## config.mk

```make
export PLATFORM = sky130hd
export DESIGN_NAME = bcdcal_top
export DESIGN_NICKNAME = d
export VERILOG_FILES = /design/src/common/bcdcal_pkg.sv /design/src/hw/bcdcal_counter.sv /design/src/hw/bcdcal_top.sv
export SDC_FILE = /design/constraint.sdc
export NUM_CORES = 1
export LEC_CHECK = 0
export BUFFER_PORTS_ARGS = -buffer_cell sky130_fd_sc_hd__buf_2
export CAP_MARGIN = 0
export CELL_PAD_IN_SITES_DETAIL_PLACEMENT = 0
export CELL_PAD_IN_SITES_GLOBAL_PLACEMENT = 1
export CORE_MARGIN = 3
export CORE_UTILIZATION = 47
export CTS_BUF_LIST = sky130_fd_sc_hd__clkbuf_4 sky130_fd_sc_hd__clkbuf_8
export DETAILED_ROUTE_END_ITERATION = 16
export GPL_TIMING_DRIVEN = 0
export PLACE_DENSITY = 0.83
export RECOVER_POWER = 25
export SLEW_MARGIN = 20
export SYNTH_ARGS = -nofsm -noshare
export SYNTH_HDL_FRONTEND = slang
export SYNTH_HIERARCHICAL = 1
export SYNTH_SLANG_ARGS = --single-unit
```

## constraint.sdc

```tcl
create_clock -name aclk -period 4.35 [get_ports aclk]
set_input_delay 0 -clock aclk [delete_from_list [all_inputs] [get_ports aclk]]
set_output_delay 0 -clock aclk [all_outputs]
set_load 0.01 [all_outputs]
```

## src/common/bcdcal_pkg.sv

```systemverilog
// Purpose: constants and types shared by the bcd calendar core
// Assumes: 32-bit axi4-lite register bus, byte addresses
// Notes: time and date words use the same layout in shadow and live copies
package bcdcal_pkg;
	// ****************************************
	// register map
	// ****************************************
	localparam int ADDR_W = 8;
	localparam logic [7:0] ADDR_TIME = 8'h00;
	localparam logic [7:0] ADDR_DATE = 8'h04;
	localparam logic [7:0] ADDR_CTRL = 8'h08;
	localparam logic [7:0] ADDR_ISR = 8'h0c;
	localparam logic [7:0] ADDR_PRER = 8'h10;
	localparam logic [7:0] ADDR_WPR = 8'h24;
	localparam logic [7:0] ADDR_SSR = 8'h28;
	// ****************************************
	// field positions
	// ****************************************
	localparam int CTRL_HOUR12_BIT = 6;
	localparam int CTRL_CKSEL_LSB = 8;
	localparam int CTRL_ADD1H_BIT = 16;
	localparam int CTRL_SUB1H_BIT = 17;
	localparam int ISR_ACTIVE_BIT = 6;
	localparam int ISR_INIT_BIT = 7;
	localparam int PRER_ASYNC_LSB = 16;
	localparam int TIME_W = 23;
	localparam int DATE_W = 24;
	// ****************************************
	// keys, reset values, encodings
	// ****************************************
	localparam logic [7:0] KEY_FIRST = 8'hca;
	localparam logic [7:0] KEY_SECOND = 8'h53;
	localparam logic [7:0] KEY_RELOCK = 8'hff;
	localparam logic [6:0] RST_ASYNC_DIV = 7'h7f;
	localparam logic [14:0] RST_SYNC_DIV = 15'h00ff;
	localparam logic [22:0] RST_TIME = 23'h000000;
	localparam logic [23:0] RST_DATE = 24'h002101;
	localparam logic [1:0] CKSEL_NONE = 2'h0;
	localparam logic [1:0] CKSEL_CRYSTAL = 2'h1;
	localparam logic [1:0] CKSEL_INT_OSC = 2'h2;
	localparam logic [1:0] CKSEL_EXT_DIV = 2'h3;
	localparam logic [1:0] RESP_OKAY = 2'h0;
	localparam logic [1:0] RESP_SLVERR = 2'h2;
	// ****************************************
	// timing, in rtc kernel clock edges
	// ****************************************
	localparam logic [2:0] ENTER_EDGES = 3'h2;
	localparam logic [2:0] EXIT_EDGES = 3'h4;
	typedef enum logic [3:0] {
		ST_RUN = 4'h1,
		ST_ENTER = 4'h2,
		ST_INIT = 4'h4,
		ST_EXIT = 4'h8
	} bcdcal_init_st_t;
	typedef enum logic [2:0] {
		KEY_LOCKED = 3'h1,
		KEY_HALF = 3'h2,
		KEY_OPEN = 3'h4
	} bcdcal_key_st_t;
endpackage

```

## src/hw/bcdcal_counter.sv

```systemverilog
// Purpose: live bcd time and date counter with daylight-saving steps
// Assumes: tick is a one-cycle pulse, load has priority over tick
// Notes: weekday runs 1..7, year 00..99
`timescale 1ns/1ns
module bcdcal_counter
	import bcdcal_pkg::*;
(
	input wire logic aclk,
	input wire logic aresetn,
	input wire logic tick,
	input wire logic load,
	input wire logic [bcdcal_pkg::TIME_W-1:0] load_time,
	input wire logic [bcdcal_pkg::DATE_W-1:0] load_date,
	input wire logic fmt12,
	input wire logic hour_inc,
	input wire logic hour_dec,
	output logic [bcdcal_pkg::TIME_W-1:0] live_time,
	output logic [bcdcal_pkg::DATE_W-1:0] live_date
);
	import bcdcal_pkg::*;

	logic [7:0] sec_r, min_r, hr_r, day_r, mon_r, yr_r;
	logic [7:0] sec_nxt, min_nxt, hr_nxt, day_nxt, mon_nxt, yr_nxt;
	logic [2:0] wd_r, wd_nxt;
	logic pm_r, pm_nxt;
	logic last_hour;

	function automatic logic [7:0] bcd_inc(input logic [7:0] v);
		if (v[3:0] == 4'h9)
			return {v[7:4] + 4'h1, 4'h0};
		return {v[7:4], v[3:0] + 4'h1};
	endfunction

	function automatic logic [7:0] bcd_dec(input logic [7:0] v);
		if (v[3:0] == 4'h0)
			return {v[7:4] - 4'h1, 4'h9};
		return {v[7:4], v[3:0] - 4'h1};
	endfunction

	// leap test straight on bcd digits, year 00 counts as leap
	function automatic logic [7:0] month_len(input logic [7:0] m, input logic [7:0] y);
		logic leap;
		leap = y[4] ? (y[3:0] == 4'h2 || y[3:0] == 4'h6)
			: (y[3:0] == 4'h0 || y[3:0] == 4'h4 || y[3:0] == 4'h8);
		if (m == 8'h02)
			return leap ? 8'h29 : 8'h28;
		if (m == 8'h04 || m == 8'h06 || m == 8'h09 || m == 8'h11)
			return 8'h30;
		return 8'h31;
	endfunction

	assign last_hour = fmt12 ? (hr_r == 8'h11 && pm_r) : (hr_r == 8'h23);

	always_comb
	begin
		sec_nxt = sec_r;
		min_nxt = min_r;
		hr_nxt = hr_r;
		pm_nxt = pm_r;
		wd_nxt = wd_r;
		day_nxt = day_r;
		mon_nxt = mon_r;
		yr_nxt = yr_r;
		if (tick)
		begin
			sec_nxt = (sec_r == 8'h59) ? 8'h00 : bcd_inc(sec_r);
			if (sec_r == 8'h59)
			begin
				min_nxt = (min_r == 8'h59) ? 8'h00 : bcd_inc(min_r);
				if (min_r == 8'h59)
				begin
					// 12-hour order is 12,1..11 with pm toggling at 11->12
					if (!fmt12)
						hr_nxt = (hr_r == 8'h23) ? 8'h00 : bcd_inc(hr_r);
					else if (hr_r == 8'h11)
					begin
						hr_nxt = 8'h12;
						pm_nxt = ~pm_r;
					end
					else
						hr_nxt = (hr_r == 8'h12) ? 8'h01 : bcd_inc(hr_r);
					if (last_hour)
					begin
						wd_nxt = (wd_r == 3'h7) ? 3'h1 : wd_r + 3'h1;
						day_nxt = (day_r == month_len(mon_r, yr_r)) ? 8'h01 : bcd_inc(day_r);
						if (day_r == month_len(mon_r, yr_r))
						begin
							mon_nxt = (mon_r == 8'h12) ? 8'h01 : bcd_inc(mon_r);
							if (mon_r == 8'h12)
								yr_nxt = (yr_r == 8'h99) ? 8'h00 : bcd_inc(yr_r);
						end
					end
				end
			end
		end
		else if (hour_inc && !last_hour)
		begin
			// step the hour alone, never crossing midnight
			if (fmt12 && hr_r == 8'h11)
			begin
				hr_nxt = 8'h12;
				pm_nxt = 1'b1;
			end
			else if (fmt12 && hr_r == 8'h12)
				hr_nxt = 8'h01;
			else
				hr_nxt = bcd_inc(hr_r);
		end
		else if (hour_dec)
		begin
			// no step below the first hour of the day
			if (!fmt12)
				hr_nxt = (hr_r == 8'h00) ? hr_r : bcd_dec(hr_r);
			else if (hr_r == 8'h12 && pm_r)
			begin
				hr_nxt = 8'h11;
				pm_nxt = 1'b0;
			end
			else if (hr_r == 8'h01)
				hr_nxt = 8'h12;
			else if (hr_r != 8'h12)
				hr_nxt = bcd_dec(hr_r);
		end
	end

	always_ff @(posedge aclk)
	begin
		if (!aresetn)
		begin
			{pm_r, hr_r[5:0], min_r[6:0], sec_r[6:0]} <= {RST_TIME[22:16], RST_TIME[14:8], RST_TIME[6:0]};
			{yr_r, wd_r, mon_r[4:0], day_r[5:0]} <= {RST_DATE[23:8], RST_DATE[5:0]};
			{hr_r[7:6], min_r[7], sec_r[7], mon_r[7:5], day_r[7:6]} <= 9'h000;
		end
		else if (load)
		begin
			sec_r <= {1'b0, load_time[6:0]};
			min_r <= {1'b0, load_time[14:8]};
			hr_r <= {2'h0, load_time[21:16]};
			pm_r <= load_time[22];
			day_r <= {2'h0, load_date[5:0]};
			mon_r <= {3'h0, load_date[12:8]};
			wd_r <= load_date[15:13];
			yr_r <= load_date[23:16];
		end
		else
		begin
			sec_r <= sec_nxt;
			min_r <= min_nxt;
			hr_r <= hr_nxt;
			pm_r <= pm_nxt;
			wd_r <= wd_nxt;
			day_r <= day_nxt;
			mon_r <= mon_nxt;
			yr_r <= yr_nxt;
		end
	end

	// digits leave the block exactly as counted
	assign live_time = {pm_r, hr_r[5:0], 1'b0, min_r[6:0], 1'b0, sec_r[6:0]};
	assign live_date = {yr_r, wd_r, mon_r[4:0], 2'h0, day_r[5:0]};
endmodule

```

## src/hw/bcdcal_top.sv

```systemverilog
// Purpose: bcd calendar core with key protection and init handshake
// Assumes: rtc sources arrive as pins, slow against aclk (25 mhz)
// Notes: rtc edges are found by oversampling, so sources must stay well below aclk/2
// Operation
// - time and date held as bcd digits
// - day rolls over by month length
// - software steps hour for daylight saving
// - sub-second reads sync counter, writes ignored
// - keys 0xca then 0x53 unlock writes
// - key 0xff locks registers again
// - init request halts the calendar
// - init flag rises two rtc edges later
// - reset dividers give 1 hz from 32768
// - time and date writes only in init
// - hour format bit: 0 is 24h, 1 is 12h
// - exit loads values, restarts after four edges
// - two-bit select picks one of three sources
// - tick is rtc over both divider products
// - async divider is seven bits
// - sync divider is fifteen bits
//
// The AXI4-Lite interface to the registers and the address map are this design's own decisions.
`timescale 1ns/1ns
module bcdcal_top
	import bcdcal_pkg::*;
(
	input wire logic aclk,
	input wire logic aresetn,
	input wire logic [bcdcal_pkg::ADDR_W-1:0] s_axi_awaddr,
	input wire logic s_axi_awvalid,
	output logic s_axi_awready,
	input wire logic [31:0] s_axi_wdata,
	input wire logic [3:0] s_axi_wstrb,
	input wire logic s_axi_wvalid,
	output logic s_axi_wready,
	output logic [1:0] s_axi_bresp,
	output logic s_axi_bvalid,
	input wire logic s_axi_bready,
	input wire logic [bcdcal_pkg::ADDR_W-1:0] s_axi_araddr,
	input wire logic s_axi_arvalid,
	output logic s_axi_arready,
	output logic [31:0] s_axi_rdata,
	output logic [1:0] s_axi_rresp,
	output logic s_axi_rvalid,
	input wire logic s_axi_rready,
	input wire logic low_speed_crystal,
	input wire logic low_speed_internal_osc,
	input wire logic divided_high_speed_clock,
	output logic calendar_tick,
	output logic init_active_flag
);
	import bcdcal_pkg::*;

	// ****************************************
	// rtc kernel clock pickup
	// ****************************************
	logic [2:0] src_pins;
	logic [2:0] src_s1_r, src_s2_r;
	logic [1:0] rtc_clock_select_r;
	logic rtc_kernel_clock, rtc_prev_r, rtc_edge;

	assign src_pins = {divided_high_speed_clock, low_speed_internal_osc, low_speed_crystal};

	genvar gi;
	generate
		for (gi = 0; gi < 3; gi++)
		begin : g_sync
			always_ff @(posedge aclk)
			begin
				if (!aresetn)
				begin
					src_s1_r[gi] <= 1'b0;
					src_s2_r[gi] <= 1'b0;
				end
				else
				begin
					src_s1_r[gi] <= src_pins[gi];
					src_s2_r[gi] <= src_s1_r[gi];
				end
			end
		end
	endgenerate

	always_comb
	begin
		// select 00 leaves the calendar without a clock
		case (rtc_clock_select_r)
			CKSEL_CRYSTAL: rtc_kernel_clock = src_s2_r[0];
			CKSEL_INT_OSC: rtc_kernel_clock = src_s2_r[1];
			CKSEL_EXT_DIV: rtc_kernel_clock = src_s2_r[2];
			default: rtc_kernel_clock = 1'b0;
		endcase
	end

	always_ff @(posedge aclk)
	begin
		if (!aresetn)
			rtc_prev_r <= 1'b0;
		else
			rtc_prev_r <= rtc_kernel_clock;
	end

	assign rtc_edge = rtc_kernel_clock & ~rtc_prev_r;

	// ****************************************
	// axi4-lite slave
	// ****************************************
	logic aw_held_r, w_held_r, bvalid_r, rvalid_r, wr_fire, wr_err;
	logic [ADDR_W-1:0] awaddr_r;
	logic [31:0] wdata_r, rdata_r, wmask, rd_val;
	logic [3:0] wstrb_r;
	logic [1:0] bresp_r, rresp_r;
	logic rd_err;

	assign s_axi_awready = !aw_held_r && !bvalid_r;
	assign s_axi_wready = !w_held_r && !bvalid_r;
	assign s_axi_arready = !rvalid_r;
	assign wr_fire = aw_held_r && w_held_r && !bvalid_r;
	assign wmask = {{8{wstrb_r[3]}}, {8{wstrb_r[2]}}, {8{wstrb_r[1]}}, {8{wstrb_r[0]}}};

	always_ff @(posedge aclk)
	begin
		if (!aresetn)
		begin
			aw_held_r <= 1'b0;
			w_held_r <= 1'b0;
			awaddr_r <= '0;
			wdata_r <= 32'h0;
			wstrb_r <= 4'h0;
		end
		else
		begin
			if (s_axi_awvalid && s_axi_awready)
			begin
				aw_held_r <= 1'b1;
				awaddr_r <= s_axi_awaddr;
			end
			else if (wr_fire)
				aw_held_r <= 1'b0;
			if (s_axi_wvalid && s_axi_wready)
			begin
				w_held_r <= 1'b1;
				wdata_r <= s_axi_wdata;
				wstrb_r <= s_axi_wstrb;
			end
			else if (wr_fire)
				w_held_r <= 1'b0;
		end
	end

	always_ff @(posedge aclk)
	begin
		if (!aresetn)
		begin
			bvalid_r <= 1'b0;
			bresp_r <= RESP_OKAY;
		end
		else if (wr_fire)
		begin
			bvalid_r <= 1'b1;
			bresp_r <= wr_err ? RESP_SLVERR : RESP_OKAY;
		end
		else if (s_axi_bready)
			bvalid_r <= 1'b0;
	end

	assign s_axi_bvalid = bvalid_r;
	assign s_axi_bresp = bresp_r;

	// ****************************************
	// write decode and key protection
	// ****************************************
	bcdcal_key_st_t key_st_r;
	bcdcal_init_st_t st_r, st_nxt;
	logic wr_key, wr_ctrl, wr_isr, wr_prer, wr_time, wr_date, unlocked, in_init;
	logic hour_format_sel_r, init_req_r, dst_inc_r, dst_dec_r;
	logic [6:0] async_div_r, async_cnt_r;
	logic [14:0] sync_div_r, sync_cnt_r;
	logic [TIME_W-1:0] time_sh_r, live_time;
	logic [DATE_W-1:0] date_sh_r, live_date;
	logic [31:0] ctrl_m, prer_m;

	assign unlocked = key_st_r == KEY_OPEN;
	assign in_init = st_r == ST_INIT;

	always_comb
	begin
		wr_key = 1'b0;
		wr_ctrl = 1'b0;
		wr_isr = 1'b0;
		wr_prer = 1'b0;
		wr_time = 1'b0;
		wr_date = 1'b0;
		wr_err = 1'b0;
		if (awaddr_r == ADDR_WPR)
			wr_key = wr_fire && wstrb_r[0];
		else if (awaddr_r == ADDR_CTRL)
			wr_ctrl = wr_fire && unlocked;
		else if (awaddr_r == ADDR_ISR)
			wr_isr = wr_fire && unlocked && wstrb_r[0];
		else if (awaddr_r == ADDR_PRER)
			wr_prer = wr_fire && unlocked && in_init;
		else if (awaddr_r == ADDR_TIME)
			wr_time = wr_fire && unlocked && in_init;
		else if (awaddr_r == ADDR_DATE)
			wr_date = wr_fire && unlocked && in_init;
		else if (awaddr_r != ADDR_SSR) // sub-second write is accepted and dropped
			wr_err = 1'b1;
	end

	always_ff @(posedge aclk)
	begin
		if (!aresetn)
			key_st_r <= KEY_LOCKED;
		else if (wr_key)
		begin
			// any wrong byte, 0xff included, falls back to locked
			if (wdata_r[7:0] == KEY_FIRST && key_st_r == KEY_LOCKED)
				key_st_r <= KEY_HALF;
			else if (wdata_r[7:0] == KEY_SECOND && key_st_r == KEY_HALF)
				key_st_r <= KEY_OPEN;
			else
				key_st_r <= KEY_LOCKED;
		end
	end

	// ****************************************
	// control, prescaler and shadow registers
	// ****************************************
	always_comb ctrl_m = (ctrl_reg_val() & ~wmask) | (wdata_r & wmask);
	assign prer_m = ({9'h0, async_div_r, 1'b0, sync_div_r} & ~wmask) | (wdata_r & wmask);

	function automatic logic [31:0] ctrl_reg_val();
		logic [31:0] v;
		v = 32'h0;
		v[CTRL_HOUR12_BIT] = hour_format_sel_r;
		v[CTRL_CKSEL_LSB +: 2] = rtc_clock_select_r;
		return v;
	endfunction

	always_ff @(posedge aclk)
	begin
		if (!aresetn)
		begin
			hour_format_sel_r <= 1'b0;
			rtc_clock_select_r <= CKSEL_CRYSTAL;
			dst_inc_r <= 1'b0;
			dst_dec_r <= 1'b0;
		end
		else
		begin
			// held calendar must not step, so only while running
			dst_inc_r <= wr_ctrl && ctrl_m[CTRL_ADD1H_BIT] && st_nxt == ST_RUN;
			dst_dec_r <= wr_ctrl && ctrl_m[CTRL_SUB1H_BIT] && st_nxt == ST_RUN;
			if (wr_ctrl)
			begin
				hour_format_sel_r <= ctrl_m[CTRL_HOUR12_BIT];
				rtc_clock_select_r <= ctrl_m[CTRL_CKSEL_LSB +: 2];
			end
		end
	end

	always_ff @(posedge aclk)
	begin
		if (!aresetn)
			init_req_r <= 1'b0;
		else if (wr_isr)
			init_req_r <= wdata_r[ISR_INIT_BIT];
	end

	always_ff @(posedge aclk)
	begin
		if (!aresetn)
		begin
			async_div_r <= RST_ASYNC_DIV;
			sync_div_r <= RST_SYNC_DIV;
		end
		else if (wr_prer)
		begin
			// two writes in a row allowed, each replaces the fields in its strobed bytes
			async_div_r <= prer_m[PRER_ASYNC_LSB +: 7];
			sync_div_r <= prer_m[14:0];
		end
	end

	always_ff @(posedge aclk)
	begin
		if (!aresetn)
		begin
			time_sh_r <= RST_TIME;
			date_sh_r <= RST_DATE;
		end
		else if (st_r == ST_ENTER && st_nxt == ST_INIT)
		begin
			// start from the live values so a time-only update keeps the date
			time_sh_r <= live_time;
			date_sh_r <= live_date;
		end
		else
		begin
			if (wr_time)
				time_sh_r <= wdata_r[TIME_W-1:0];
			if (wr_date)
				date_sh_r <= wdata_r[DATE_W-1:0];
		end
	end

	// ****************************************
	// init handshake
	// ****************************************
	logic [2:0] edge_cnt_r;
	logic cal_load, tick_now;

	always_comb
	begin
		st_nxt = st_r;
		case (st_r)
			ST_RUN: if (init_req_r) st_nxt = ST_ENTER;
			ST_ENTER:
				if (!init_req_r)
					st_nxt = ST_RUN;
				else if (rtc_edge && edge_cnt_r == ENTER_EDGES - 3'h1)
					st_nxt = ST_INIT;
			ST_INIT: if (!init_req_r) st_nxt = ST_EXIT;
			ST_EXIT: if (rtc_edge && edge_cnt_r == EXIT_EDGES - 3'h1) st_nxt = ST_RUN;
			default: st_nxt = ST_RUN;
		endcase
	end

	assign cal_load = st_r == ST_EXIT && st_nxt == ST_RUN;

	always_ff @(posedge aclk)
	begin
		if (!aresetn)
		begin
			st_r <= ST_RUN;
			edge_cnt_r <= 3'h0;
			init_active_flag <= 1'b0;
		end
		else
		begin
			st_r <= st_nxt;
			init_active_flag <= st_nxt == ST_INIT;
			if (st_nxt != st_r)
				edge_cnt_r <= 3'h0;
			else if (rtc_edge)
				edge_cnt_r <= edge_cnt_r + 3'h1;
		end
	end

	// ****************************************
	// prescalers
	// ****************************************
	assign tick_now = st_r == ST_RUN && rtc_edge && async_cnt_r == 7'h0 && sync_cnt_r == 15'h0;

	always_ff @(posedge aclk)
	begin
		if (!aresetn)
		begin
			async_cnt_r <= RST_ASYNC_DIV;
			sync_cnt_r <= RST_SYNC_DIV;
		end
		else if (cal_load)
		begin
			async_cnt_r <= async_div_r;
			sync_cnt_r <= sync_div_r;
		end
		else if (st_r == ST_RUN && rtc_edge)
		begin
			// divide by (a+1) then by (s+1)
			if (async_cnt_r == 7'h0)
			begin
				async_cnt_r <= async_div_r;
				sync_cnt_r <= (sync_cnt_r == 15'h0) ? sync_div_r : sync_cnt_r - 15'h1;
			end
			else
				async_cnt_r <= async_cnt_r - 7'h1;
		end
	end

	always_ff @(posedge aclk)
	begin
		if (!aresetn)
			calendar_tick <= 1'b0;
		else
			calendar_tick <= tick_now;
	end

	bcdcal_counter u_counter (
		.aclk(aclk),
		.aresetn(aresetn),
		.tick(tick_now),
		.load(cal_load),
		.load_time(time_sh_r),
		.load_date(date_sh_r),
		.fmt12(hour_format_sel_r),
		.hour_inc(dst_inc_r),
		.hour_dec(dst_dec_r),
		.live_time(live_time),
		.live_date(live_date)
	);

	// ****************************************
	// read path
	// ****************************************
	always_comb
	begin
		rd_val = 32'h0;
		rd_err = 1'b0;
		if (s_axi_araddr == ADDR_TIME)
			rd_val = {9'h0, in_init ? time_sh_r : live_time};
		else if (s_axi_araddr == ADDR_DATE)
			rd_val = {8'h0, in_init ? date_sh_r : live_date};
		else if (s_axi_araddr == ADDR_CTRL)
			rd_val = ctrl_reg_val();
		else if (s_axi_araddr == ADDR_ISR)
			rd_val = {24'h0, init_req_r, init_active_flag, 6'h0};
		else if (s_axi_araddr == ADDR_PRER)
			rd_val = {9'h0, async_div_r, 1'b0, sync_div_r};
		else if (s_axi_araddr == ADDR_SSR)
			rd_val = {17'h0, sync_cnt_r};
		else if (s_axi_araddr != ADDR_WPR)
			rd_err = 1'b1;
	end

	always_ff @(posedge aclk)
	begin
		if (!aresetn)
		begin
			rvalid_r <= 1'b0;
			rdata_r <= 32'h0;
			rresp_r <= RESP_OKAY;
		end
		else if (s_axi_arvalid && s_axi_arready)
		begin
			rvalid_r <= 1'b1;
			rdata_r <= rd_val;
			rresp_r <= rd_err ? RESP_SLVERR : RESP_OKAY;
		end
		else if (s_axi_rready)
			rvalid_r <= 1'b0;
	end

	assign s_axi_rvalid = rvalid_r;
	assign s_axi_rdata = rdata_r;
	assign s_axi_rresp = rresp_r;
endmodule
```

==> metrics.log, run 1 <==
[metrics] worst hold slack across all endpoints: ~0.012 ns
[metrics] area delta synth->final: 20.2%
[metrics] antenna violations before repair: 0
[metrics] clk_lat worst skew: 0.57 ns
[metrics] worst-case clock buffer depth: 3
[metrics] cell type with the highest aggregate area in the netlist: dfxtp_1
[metrics] top cells by count, synth: 233 x dfxtp_1, 229 x nand2_1, 191 x a21oi_1
[metrics] number of vias per cell after detailed routing: 5.99
[metrics] top-count cell post-synth: dfxtp_1
[metrics] number of failing hold endpoints at the final stage: 0
[metrics] Max Clk Rate: between 0.2 and 0.25 GHz
[metrics] Final Power: approximately 0.0049 W
[metrics] level count of the clock H-tree: 2
[metrics] Data required, critical path: 4.76 ns
[metrics] count of antenna-violating nets left after detailed routing: 0
[metrics] count of final max-slew check failures: 0
[metrics] number of enable-type register cells in the synthesized netlist: 0
[metrics] global placer's final weighted congestion: 0.991
[metrics] RSZ-0062 raised after global routing: true
[metrics] count of distinct cell types in the synthesized netlist: 91
[metrics] nature of the critical path endpoint: flop
[metrics] Worst Max-Slew Pin Slew: between 1 and 1.5 ns
[metrics] run status: finished, final reports clean
[metrics] final setup violation count: 0
[metrics] CP max FO: 10
[metrics] area inside the core boundary: approximately 27,000 µm²
[metrics] standard-cell rows: 60
[metrics] CTS sink cnt: 233
[metrics] fraction of post-synthesis cell area in the top cell type by area: around 36%
[metrics] count of buffers from port buffering: 84
[metrics] arrival time of the worst setup path: around 4.6 ns
[metrics] cells taking the most area after synthesis: dfxtp_1 36%, a21oi_1 7.3%, nand2_1 6.6%
[metrics] netlist area before placement: between 10,000 and 15,000 µm²
[metrics] pin count of the biggest net entering global routing: 12
[metrics] Fin Clk Skew: 0.0323 ns
[metrics] total length of routed wires: 48,800 µm
[metrics] flip-flop and latch count after synthesis: around 230
[metrics] worst voltage drop across the vdd grid: 0.000217 V
[metrics] total gr overflow: 0
[metrics] number of nets in the final layout: 1,964
[metrics] via count of the first global-routing pass: around 13,000
[metrics] average wire length per cell after detail routing: around 21 µm
[metrics] Final Critical Period: between 4 and 5 ns
[metrics] via count: 13,600
[metrics] FFs w/ async S/R, synth: 0%
[metrics] warning count from the yosys run: 6
[metrics] commonest register cell after synthesis: dfxtp_1
[metrics] final design utilization: 57.9%
[metrics] first-pass GRT wire length: about 74,000 µm
[metrics] crit start category: flop
[metrics] buffer cell driving the clock tree root: clkbuf_8
[metrics] Leak: 5.65 nW
[metrics] synthesized area per cell: 7.87 µm²
[metrics] Pre-antenna DRT Iters: 6
[metrics] setup TNS after final layout: 0 ns
[metrics] clock slew seen by the registers of the worst setup and hold paths: around 0.06 ns
[metrics] first-iteration detailed-routing DRC count: between 1,000 and 1,500
[metrics] die extent in y: 173 µm
[metrics] IO Count: 105
[metrics] tightest slew margin relative to the limit: 15.3%
[metrics] layout cells sized above 1: 12.9%
[metrics] number of buffers inserted during clock tree synthesis: 43
[metrics] sequential element share of the synthesized area: 35.7%
[metrics] antenna cell count: 0
[metrics] Post-route DRC: 0
[metrics] path class of the lowest-slack min-delay path: input pin to flop
[metrics] initial core utilization: 48.2%
[metrics] Max-Cap Viols: 0
[metrics] power density cells: 313 nW/µm²
[metrics] die area: 29,800 µm²
[metrics] placed wire-length estimate: 36,000 µm
[metrics] synthesized netlist cell count: around 1,700
[metrics] critical path class: flop to flop
[metrics] die width: 173 µm
[metrics] TritonCTS clock tree: yes
[metrics] period utilization: between 90% and 100%
[metrics] Total Routing Usage GR: 31.2%
-- repair_timing --
| item | 4_1_cts | 5_1_grt |
|---|---|---|
| resized for setup | 4 | 5 |
| pin swaps | 2 | 3 |
| setup buffers | 3 | 6 |
| hold buffers | 66 | 0 |
| hold endpoints to repair | 51 | 0 |
| endpoints found under the setup margin | 34 | 27 |
| cloned | 0 | 0 |
-- cell families after synthesis --
| kind of cell | Yosys count | synth area share, % |
|---|---|---|
| buffers and inverters | 210 | 7.82 |
| flip-flops | 233 | 35.7 |
| multiplexers | 89 | 6.88 |
| adder cells (fa/ha/maj) | 27 | 2.59 |
| AND/OR/NAND/NOR | 606 | 23.5 |
| other | 2 | 0.0575 |
| XOR/XNOR | 9 | 0.604 |
| AO/OA/AOI/OAI | 483 | 22.8 |
-- final timing paths --
check | endpoint | slack, ns | cells after the start | startpoint
setup / recovery | u_counter/yr_r[7] | 0.19 | 16 | sync_cnt_r[0]
setup reg to reg | u_counter/yr_r[7] | 0.19 | 16 | sync_cnt_r[0]
hold / removal | s_axi_rdata[15] | 0.01 | 5 | s_axi_araddr[6]
hold reg to reg | src_s2_r[1] | 0.44 | 1 | src_s1_r[1]
-- stage by stage --
stage,std cells,cell area (µm²),setup slack (ns)
6_report,2277,15700,0.192
5_1_grt,2277,15700,-0.0365
4_1_cts,2271,15700,0.114
3_5_place_dp,2127,14000,-0.583
3_3_place_gp,2127,14000,-1.04
2_1_floorplan,1671,13100,0.679
-- critical path, stage by stage, from the launching register on --
cell and delay [ns]:
dfxtp_1 0.39, inv_1 0.09, ha_1 0.20, or3b_1 0.36, clkbuf_1 0.22, nor2_1 0.19
nand3_1 0.18, nor4_4 0.18, buf_4 0.18, buf_2 0.27, nand4b_1 0.19, buf_4 0.19
nor2_1 0.26, nand3_2 0.24, clkbuf_2 0.33, nor4_1 0.38, o32ai_1 0.15
-- area by class of cell --
cell class | instances | area (µm²)
Sequential cell | 233 | 4660
Fill cell | 2563 | 11400
Inverter | 45 | 169
Buffer | 165 | 855
Tap cell | 372 | 465
Timing Repair Buffer | 159 | 1110
Multi-Input combinational cell | 1228 | 7480
Clock inverter | 10 | 139
Clock buffer | 65 | 813
-- routing by layer --
| layer | track usage, % | vias to the layer above | wire (µm) |
|---|---|---|---|
| met5 | 0 | - | 0 |
| met4 | 11.1 | 0 | 1630 |
| met3 | 6.39 | 92 | 4290 |
| met2 | 49.0 | 616 | 21800 |
| met1 | 42.6 | 6506 | 21000 |
| li1 | - | 6428 | - |
-- placed cells by master (no fill, tap or decap), types with 18 or more instances in the layout --
master           n
o21ai_0         76
a21oi_1        191
a211oi_1        30
clkbuf_1       120
clkbuf_8        52
nand2_1        229
nor2_1          86
ha_1            27
a31oi_1         18
nand3_1         77
buf_4           58
mux2i_1         83
inv_1           43
dlygate4sd3_1   66
dfxtp_1        233
o21ai_1         37
nor3_1          53
buf_2           69
o22ai_1         19
-- power breakdown --
part,total [W],internal [W],leakage (nW),switching [W]
logic,0.000343,0.000134,3.26,0.000210
clock network,0.00234,0.00137,0.503,0.000963
registers,0.00224,0.00218,1.89,0.0000542
Note: power is estimated with default switching activity, not from simulation.
==> inputs of run 2 (changes only) <==
--- a/config.mk
+++ b/config.mk
@@ -5,12 +5,13 @@
 export SDC_FILE = /design/constraint.sdc
 export NUM_CORES = 1
 export LEC_CHECK = 0
+export ABC_AREA = 1
 export BUFFER_PORTS_ARGS = -buffer_cell sky130_fd_sc_hd__buf_2
 export CAP_MARGIN = 0
 export CELL_PAD_IN_SITES_DETAIL_PLACEMENT = 0
 export CELL_PAD_IN_SITES_GLOBAL_PLACEMENT = 1
 export CORE_MARGIN = 3
-export CORE_UTILIZATION = 47
+export CORE_UTILIZATION = 45
 export CTS_BUF_LIST = sky130_fd_sc_hd__clkbuf_4 sky130_fd_sc_hd__clkbuf_8
 export DETAILED_ROUTE_END_ITERATION = 16
 export GPL_TIMING_DRIVEN = 0
==> run 2 against run 1 <==
Net effect: flip-flop and latch count unchanged; critical path depth fell by 1; critical path type unchanged; largest cell class unchanged; utilization fell by 3.4 points.
==> metrics.log, run 2 <==
[metrics] cells taking the most area after synthesis: dfxtp_1 34%, nand2_1 14%, nor2_1 6.5%
[metrics] Multi-input gate area: 7550 µm²
[metrics] period utilization: between 80% and 90%
[metrics] clk_lat worst skew: 0.59 ns
[metrics] CTS sink cnt: 233
[metrics] number of failing hold endpoints at the final stage: 0
[metrics] run status: finished, final reports clean
[metrics] first-pass GRT wire length: about 80,000 µm
[metrics] worst voltage drop across the vdd grid: 0.000209 V
[metrics] top cells by count, synth: 500 x nand2_1, 240 x nor2_1, 233 x dfxtp_1
[metrics] post-CTS sizing: 0
[metrics] setup TNS after final layout: 0 ns
[metrics] level count of the clock H-tree: 2
[metrics] final design utilization: 54.5%
[metrics] path class of the lowest-slack min-delay path: input pin to flop
[metrics] total length of routed wires: 52,400 µm
[metrics] via count of the first global-routing pass: around 14,000
[metrics] RSZ-0062 raised after global routing: false
[metrics] CP max FO: 6
[metrics] number of buffers inserted during clock tree synthesis: 44
[metrics] area inside the core boundary: between 30,000 and 40,000 µm²
[metrics] first-iteration detailed-routing DRC count: 1,386
[metrics] number of enable-type register cells in the synthesized netlist: 0
[metrics] via count: approximately 15,000
[metrics] count of buffers from port buffering: 85
[metrics] power density cells: 312 nW/µm²
[metrics] count of antenna-violating nets left after detailed routing: 0
[metrics] Data required, critical path: 4.86 ns
[metrics] crit start category: flop
[metrics] Max Clk Rate: 0.266 GHz
[metrics] Pre-antenna DRT Iters: 5
[metrics] count of distinct cell types in the synthesized netlist: 55
[metrics] nature of the critical path endpoint: flop
[metrics] Fin Clk Skew: 0.0394 ns
[metrics] layout cells sized above 1: 12.5%
[metrics] FFs w/ async S/R, synth: 0%
[metrics] total gr overflow: 0
[metrics] arrival time of the worst setup path: 4.26 ns
[metrics] worst-case clock buffer depth: 3
[metrics] cell type with the highest aggregate area in the netlist: dfxtp_1
[metrics] number of nets in the final layout: 2,385
[metrics] Leak: 7.57 nW
[metrics] antenna violations before repair: 2
[metrics] buffer cell driving the clock tree root: clkbuf_8
[metrics] placed wire-length estimate: 40,700 µm
[metrics] IO Count: 105
[metrics] synthesized area per cell: 6.62 µm²
[metrics] most common cell after layout, fill and taps aside: nand2_1
[metrics] pin count of the biggest net entering global routing: 15
[metrics] global placer's final weighted congestion: 1.02
[metrics] sequential element share of the synthesized area: between 30% and 40%
[metrics] die area: 33,000 µm²
[metrics] die width: roughly 180 µm
[metrics] number of vias per cell after detailed routing: 5.44
[metrics] tightest slew margin relative to the limit: 42.2%
[metrics] critical path class: flop to flop
[metrics] placed standard-cell area: around 15,000 µm²
[metrics] TritonCTS clock tree: yes
[metrics] count of final max-slew check failures: 0
[metrics] Worst Max-Slew Pin Slew: a little under 0.9 ns
[metrics] initial core utilization: a little under half
[metrics] final setup violation count: 0
[metrics] standard-cell rows: 63
[metrics] average wire length per cell after detail routing: between 15 and 20 µm
[metrics] Post-route DRC: 0
[metrics] final cell count without fillers: 2,717
[metrics] Final Critical Period: between 3 and 4 ns
[metrics] area delta synth->final: 17.9%
[metrics] count of fill cells added during filler insertion: 3,050
[metrics] synthesized netlist cell count: roughly 2,100
[metrics] Sequential cell area: 4660 µm²
[metrics] Total Routing Usage GR: 31.0%
[metrics] Final Cell Area: 16,400 µm²
[metrics] antenna cell count: 0
[metrics] warning count from the yosys run: 6
[metrics] worst hold slack across all endpoints: 0.0564 ns
[metrics] commonest register cell after synthesis: dfxtp_1
[metrics] clock slew seen by the registers of the worst setup and hold paths: ~0.070 ns
[metrics] netlist area before placement: roughly 14,000 µm²
[metrics] top-count cell post-synth: nand2_1
[metrics] placed cell count: ~2,600
[metrics] flip-flop and latch count after synthesis: between 200 and 250
[metrics] fraction of post-synthesis cell area in the top cell type by area: 33.6%
[metrics] Max-Cap Viols: 0
[metrics] die extent in y: 182 µm
[metrics] most frequent cells in the layout: 500 x nand2_1, 241 x nor2_1, 233 x dfxtp_1, 218 x inv_1, 156 x nand3_1
-- run 2: cell count changes in the layout (fill, tap and decap cells not counted), moves of 68 or more --
cell     delta
nand2_1   +271
mux2i_1    -83
a21oi_1    -68
nand3_1    +79
o21ai_0    +74
nor2_1    +155
inv_1     +175
-- run 2: final timing paths --
kind,startpoint,slack (ns),endpoint,cells past startpoint
min reg2reg,src_s1_r[0],0.41,src_s2_r[0],2
max,sync_cnt_r[0],0.59,u_counter/sec_r[3],15
min,s_axi_awvalid,0.06,awaddr_r[4],4
max reg2reg,sync_cnt_r[0],0.59,u_counter/sec_r[3],15
-- run 2: through the flow --
stage,total power (W),worst slack (ns)
after floorplan,0.00248,1.88
after CTS,0.00514,0.687
final,0.00511,0.595
after global routing,0.00529,0.345
after detailed placement,0.00263,0.666
after global placement,0.00263,0.718
-- run 2: cells by family (layout without fill, tap and decap cells) --
family | count (synthesis) | after routing | share of synthesized area, %
simple gates | 1031 | 1031 | 33.1
compound gates | 410 | 410 | 17.2
buf+inv | 374 | 591 | 12.3
flops | 233 | 233 | 33.6
fa+ha+maj | 27 | 27 | 2.43
xor+xnor | 21 | 21 | 1.32
other cells | 2 | 14 | 0.0541
-- run 2: final cells by class --
cell class,instances,area share (%)
multi-input cells,1503,46.1
flip-flops and latches,233,28.5
repair buffers,140,5.70
inverters,236,5.45
clock buffers,66,5.24
plain buffers,138,5.01
well taps,390,2.98
clock inverters,11,1.00
-- run 2: what timing repair did --
action,in CTS,in global routing
buffers inserted,0,0
hold buffers,55,0
endpoints found under the hold margin,46,0
-- run 2: worst max-delay path: stages (launching register included) --
cell and delay [ns]:
dfxtp_1 0.36, inv_1 0.18, ha_1 0.25, nand2_1 0.13, nor2_2 0.28, nand3_1 0.14
nor3_1 0.29, nand4_1 0.42, inv_1 0.31, inv_1 0.17, nor2_1 0.35, inv_1 0.14
nor2_1 0.25, o21ai_0 0.13, a21o_1 0.18, a31oi_1 0.12
-- run 2: power breakdown --
| group | switching (W) | leakage, nW | internal (W) |
|---|---|---|---|
| logic | 0.000238 | 5.14 | 0.000136 |
| registers | 0.0000637 | 1.89 | 0.00219 |
| clock network | 0.00103 | 0.537 | 0.00145 |
| total | 0.00133 | 7.57 | 0.00378 |
-- run 2: routing by layer --
layer,wire length (µm),GRT usage (%)
met5,27,0
met4,2530,13.9
met3,4370,6.09
met2,23700,50.4
met1,21800,39.8
==> inputs of run 3 (changes only) <==
--- a/config.mk
+++ b/config.mk
@@ -10,12 +10,13 @@
 export CAP_MARGIN = 0
 export CELL_PAD_IN_SITES_DETAIL_PLACEMENT = 0
 export CELL_PAD_IN_SITES_GLOBAL_PLACEMENT = 1
+export CORE_ASPECT_RATIO = 1.2
 export CORE_MARGIN = 3
 export CORE_UTILIZATION = 45
 export CTS_BUF_LIST = sky130_fd_sc_hd__clkbuf_4 sky130_fd_sc_hd__clkbuf_8
 export DETAILED_ROUTE_END_ITERATION = 16
 export GPL_TIMING_DRIVEN = 0
-export PLACE_DENSITY = 0.83
+export PLACE_DENSITY = 0.89
 export RECOVER_POWER = 25
 export SLEW_MARGIN = 20
 export SYNTH_ARGS = -nofsm -noshare
==> run 3 against run 2 <==
Net effect: register-to-register slack worse by 0.24 ns; global-route usage up 1.0 points; combinational power about the same; power down 2.0%; worst setup slack worse by 0.24 ns.
==> metrics.log, run 3 (synthesis gave the netlist of run 2 again) <==
[metrics] run status: finished, final reports clean
[metrics] most common cell after layout, fill and taps aside: nand2_1
[metrics] global placer's final weighted congestion: ~1.0
[metrics] endpoint of the worst-slack reg-to-reg timing path: u_counter/sec_r[3]
[metrics] buffer cell driving the clock tree root: clkbuf_8
[metrics] area delta synth->final: 17.4%
[metrics] part of the power in the clock network: between 40% and 50%
[metrics] switching pwr: 0.00133 W
[metrics] worst voltage drop across the vdd grid: 0.000362 V
[metrics] Switching Fraction: about a quarter
[metrics] via count: 14,900
[metrics] number of stages on the worst hold path: 4
[metrics] setup TNS after final layout: 0 ns
[metrics] number of failing hold endpoints at the final stage: 0
[metrics] initial core utilization: 46.2%
[metrics] number of buffers inserted during clock tree synthesis: 43
[metrics] hold endpoint: aw_held_r
[metrics] list of cells traversed by the critical path: inv_1, ha_1, nand2_1, nor2_2, nand3_1, nor3_1, nand4_1, inv_1, inv_1, nor2_1, inv_1, nor2_1, o21ai_0, a21o_1, a31oi_1
[metrics] CP max-delay cell: nor2_1
[metrics] Data required, critical path: 4.85 ns
[metrics] Post-route DRC: 0
[metrics] Final Critical Period: 3.99 ns
[metrics] most frequent cells in the layout: 500 x nand2_1, 240 x nor2_1, 233 x dfxtp_1, 218 x inv_1, 156 x nand3_1
[metrics] Worst Max-Slew Pin Slew: approximately 1.1 ns
[metrics] RSZ-0062 raised after global routing: false
[metrics] Pre-antenna DRT Iters: 5
[metrics] final design utilization: a little over half
[metrics] total gr overflow: 0
[metrics] period utilization: between 90 and 100%
[metrics] Multi-input gate area: 7540 µm²
[metrics] setup fix buffers added after clock tree synthesis: 0
[metrics] CP max FO: 6
[metrics] first-iteration detailed-routing DRC count: 1,307
[metrics] via count of the first global-routing pass: 13,900
[metrics] count of final max-slew check failures: 0
[metrics] arrival time of the worst setup path: 4.50 ns
[metrics] pin count of the biggest net entering global routing: 13
[metrics] count of fill cells added during filler insertion: 3,095
[metrics] Sequential cell area: 4660 µm²
[metrics] die width: roughly 170 µm
[metrics] Comb pwr share: 7.5%
[metrics] power density cells: 307 nW/µm²
[metrics] level count of the clock H-tree: 2
[metrics] post-CTS sizing: 0
[metrics] critical path's most frequent cell: inv_1
[metrics] antenna violations before repair: 0
[metrics] standard-cell rows: 69
[metrics] Max-Cap Viols: 0
[metrics] crit start category: flop
[metrics] final setup violation count: 0
[metrics] number of vias per cell after detailed routing: 5.47
[metrics] worst-case clock buffer depth: 3
[metrics] layout cells sized above 1: about an eighth
[metrics] TritonCTS clock tree: yes
[metrics] count of antenna-violating nets left after detailed routing: 0
[metrics] number of cells traversed by the worst register-to-register path: 15
[metrics] number of buffers inserted by hold repair at cts: 55
[metrics] CTS sink cnt: approximately 230
[metrics] critical path class: flop to flop
[metrics] Max Clk Rate: roughly 0.25 GHz
[metrics] internal cell power: 0.00368 W
[metrics] average wire length per cell after detail routing: 19.9 µm
[metrics] placed wire-length estimate: 41,600 µm
[metrics] IO Count: 105
[metrics] startpoint of the worst hold path: s_axi_awvalid
[metrics] Fin Clk Skew: around 0.025 ns
[metrics] die extent in y: 198 µm
[metrics] worst r2r src: sync_cnt_r[0]
[metrics] number of nets in the final layout: 2,384
[metrics] Total Routing Usage GR: 32.0%
[metrics] antenna cell count: 0
[metrics] clock slew seen by the registers of the worst setup and hold paths: 0.06 ns
[metrics] R2R Setup Slk: about 0.36 ns
[metrics] count of buffers from port buffering: 85
[metrics] path class of the lowest-slack min-delay path: input pin to flop
[metrics] Seq pwr share: around 45%
[metrics] clk_lat worst skew: 0.60 ns
[metrics] die area: 33,000 µm²
[metrics] area inside the core boundary: about 30,000 µm²
[metrics] delay contributed by the slowest stage of the critical path: between 0.4 and 0.5 ns
[metrics] nature of the critical path endpoint: flop
[metrics] total length of routed wires: 54,100 µm
[metrics] first-pass GRT wire length: a little over 80,000 µm
[metrics] tightest slew margin relative to the limit: 27.8%
[metrics] Leak: 7.54 nW
[run 3: cell types whose count changed in the layout (fill, tap and decap cells not counted), sizes merged]
cell    previous run  this run
clkbuf           151       154
bufinv             3         1
inv              234       236
[run 3: how the worst max path moves through the flow]
| stage | from | depth (start not counted) | slack (ns) | to |
|---|---|---|---|---|
| 6_report | sync_cnt_r[0] | 15 | 0.36 | u_counter/sec_r[3] |
| 5_1_grt | sync_cnt_r[0] | 15 | 0.21 | u_counter/sec_r[3] |
| 4_1_cts | sync_cnt_r[0] | 15 | 0.50 | u_counter/sec_r[3] |
| 3_5_place_dp | sync_cnt_r[0] | 15 | 0.50 | u_counter/sec_r[3] |
| 3_3_place_gp | sync_cnt_r[0] | 15 | 0.52 | u_counter/sec_r[3] |
| 2_1_floorplan | sync_cnt_r[0] | 15 | 1.88 | u_counter/sec_r[3] |
[run 3: area by class of cell]
type | instances | share of cell area (%)
buffer | 138 | 5.03
clock buffer | 69 | 5.36
clock inverter | 11 | 0.576
inverter | 236 | 5.47
multi-input combinational | 1503 | 46.2
sequential | 233 | 28.6
tap | 390 | 2.99
timing repair buffer | 140 | 5.72
[run 3: power by group through the flow]
stage | sequential, W | clock [W] | combinational (W)
2_1_floorplan | 0.00228 | 0 | 0.000197
3_3_place_gp | 0.00230 | 0 | 0.000332
3_5_place_dp | 0.00230 | 0 | 0.000335
4_1_cts | 0.00225 | 0.00241 | 0.000377
5_1_grt | 0.00226 | 0.00250 | 0.000411
6_report | 0.00226 | 0.00238 | 0.000377
[run 3: layer usage]
| metal | global-route usage (%) | part of all wire, % | vias up |
|---|---|---|---|
| met5 | 0 | 0 | - |
| met4 | 18.6 | 6.4 | 0 |
| met3 | 3.68 | 5.6 | 149 |
| met2 | 55.2 | 48 | 546 |
| met1 | 38.7 | 40 | 6929 |
| li1 | - | - | 7247 |
[run 3: critical path: cells and delay by family, from the launching register on]
kind,cells,cell delay (ns)
flops,1,0.35
fa+ha+maj,1,0.27
simple gates,7,1.96
buf+inv,4,0.89
compound gates,3,0.43
[run 3: metrics by stage]
step	hold WS, ns	area, µm²	power, W	std cells	setup WS, ns
finish	0.0462	16300	0.00501	2720	0.359
global route	0.0918	16300	0.00517	2720	0.206
CTS	0.00920	16400	0.00504	2720	0.497
detailed placement	0.185	14800	0.00263	2585	0.498
global placement	0.180	14800	0.00263	2585	0.519
floorplan	0.0976	13900	0.00248	2110	1.88
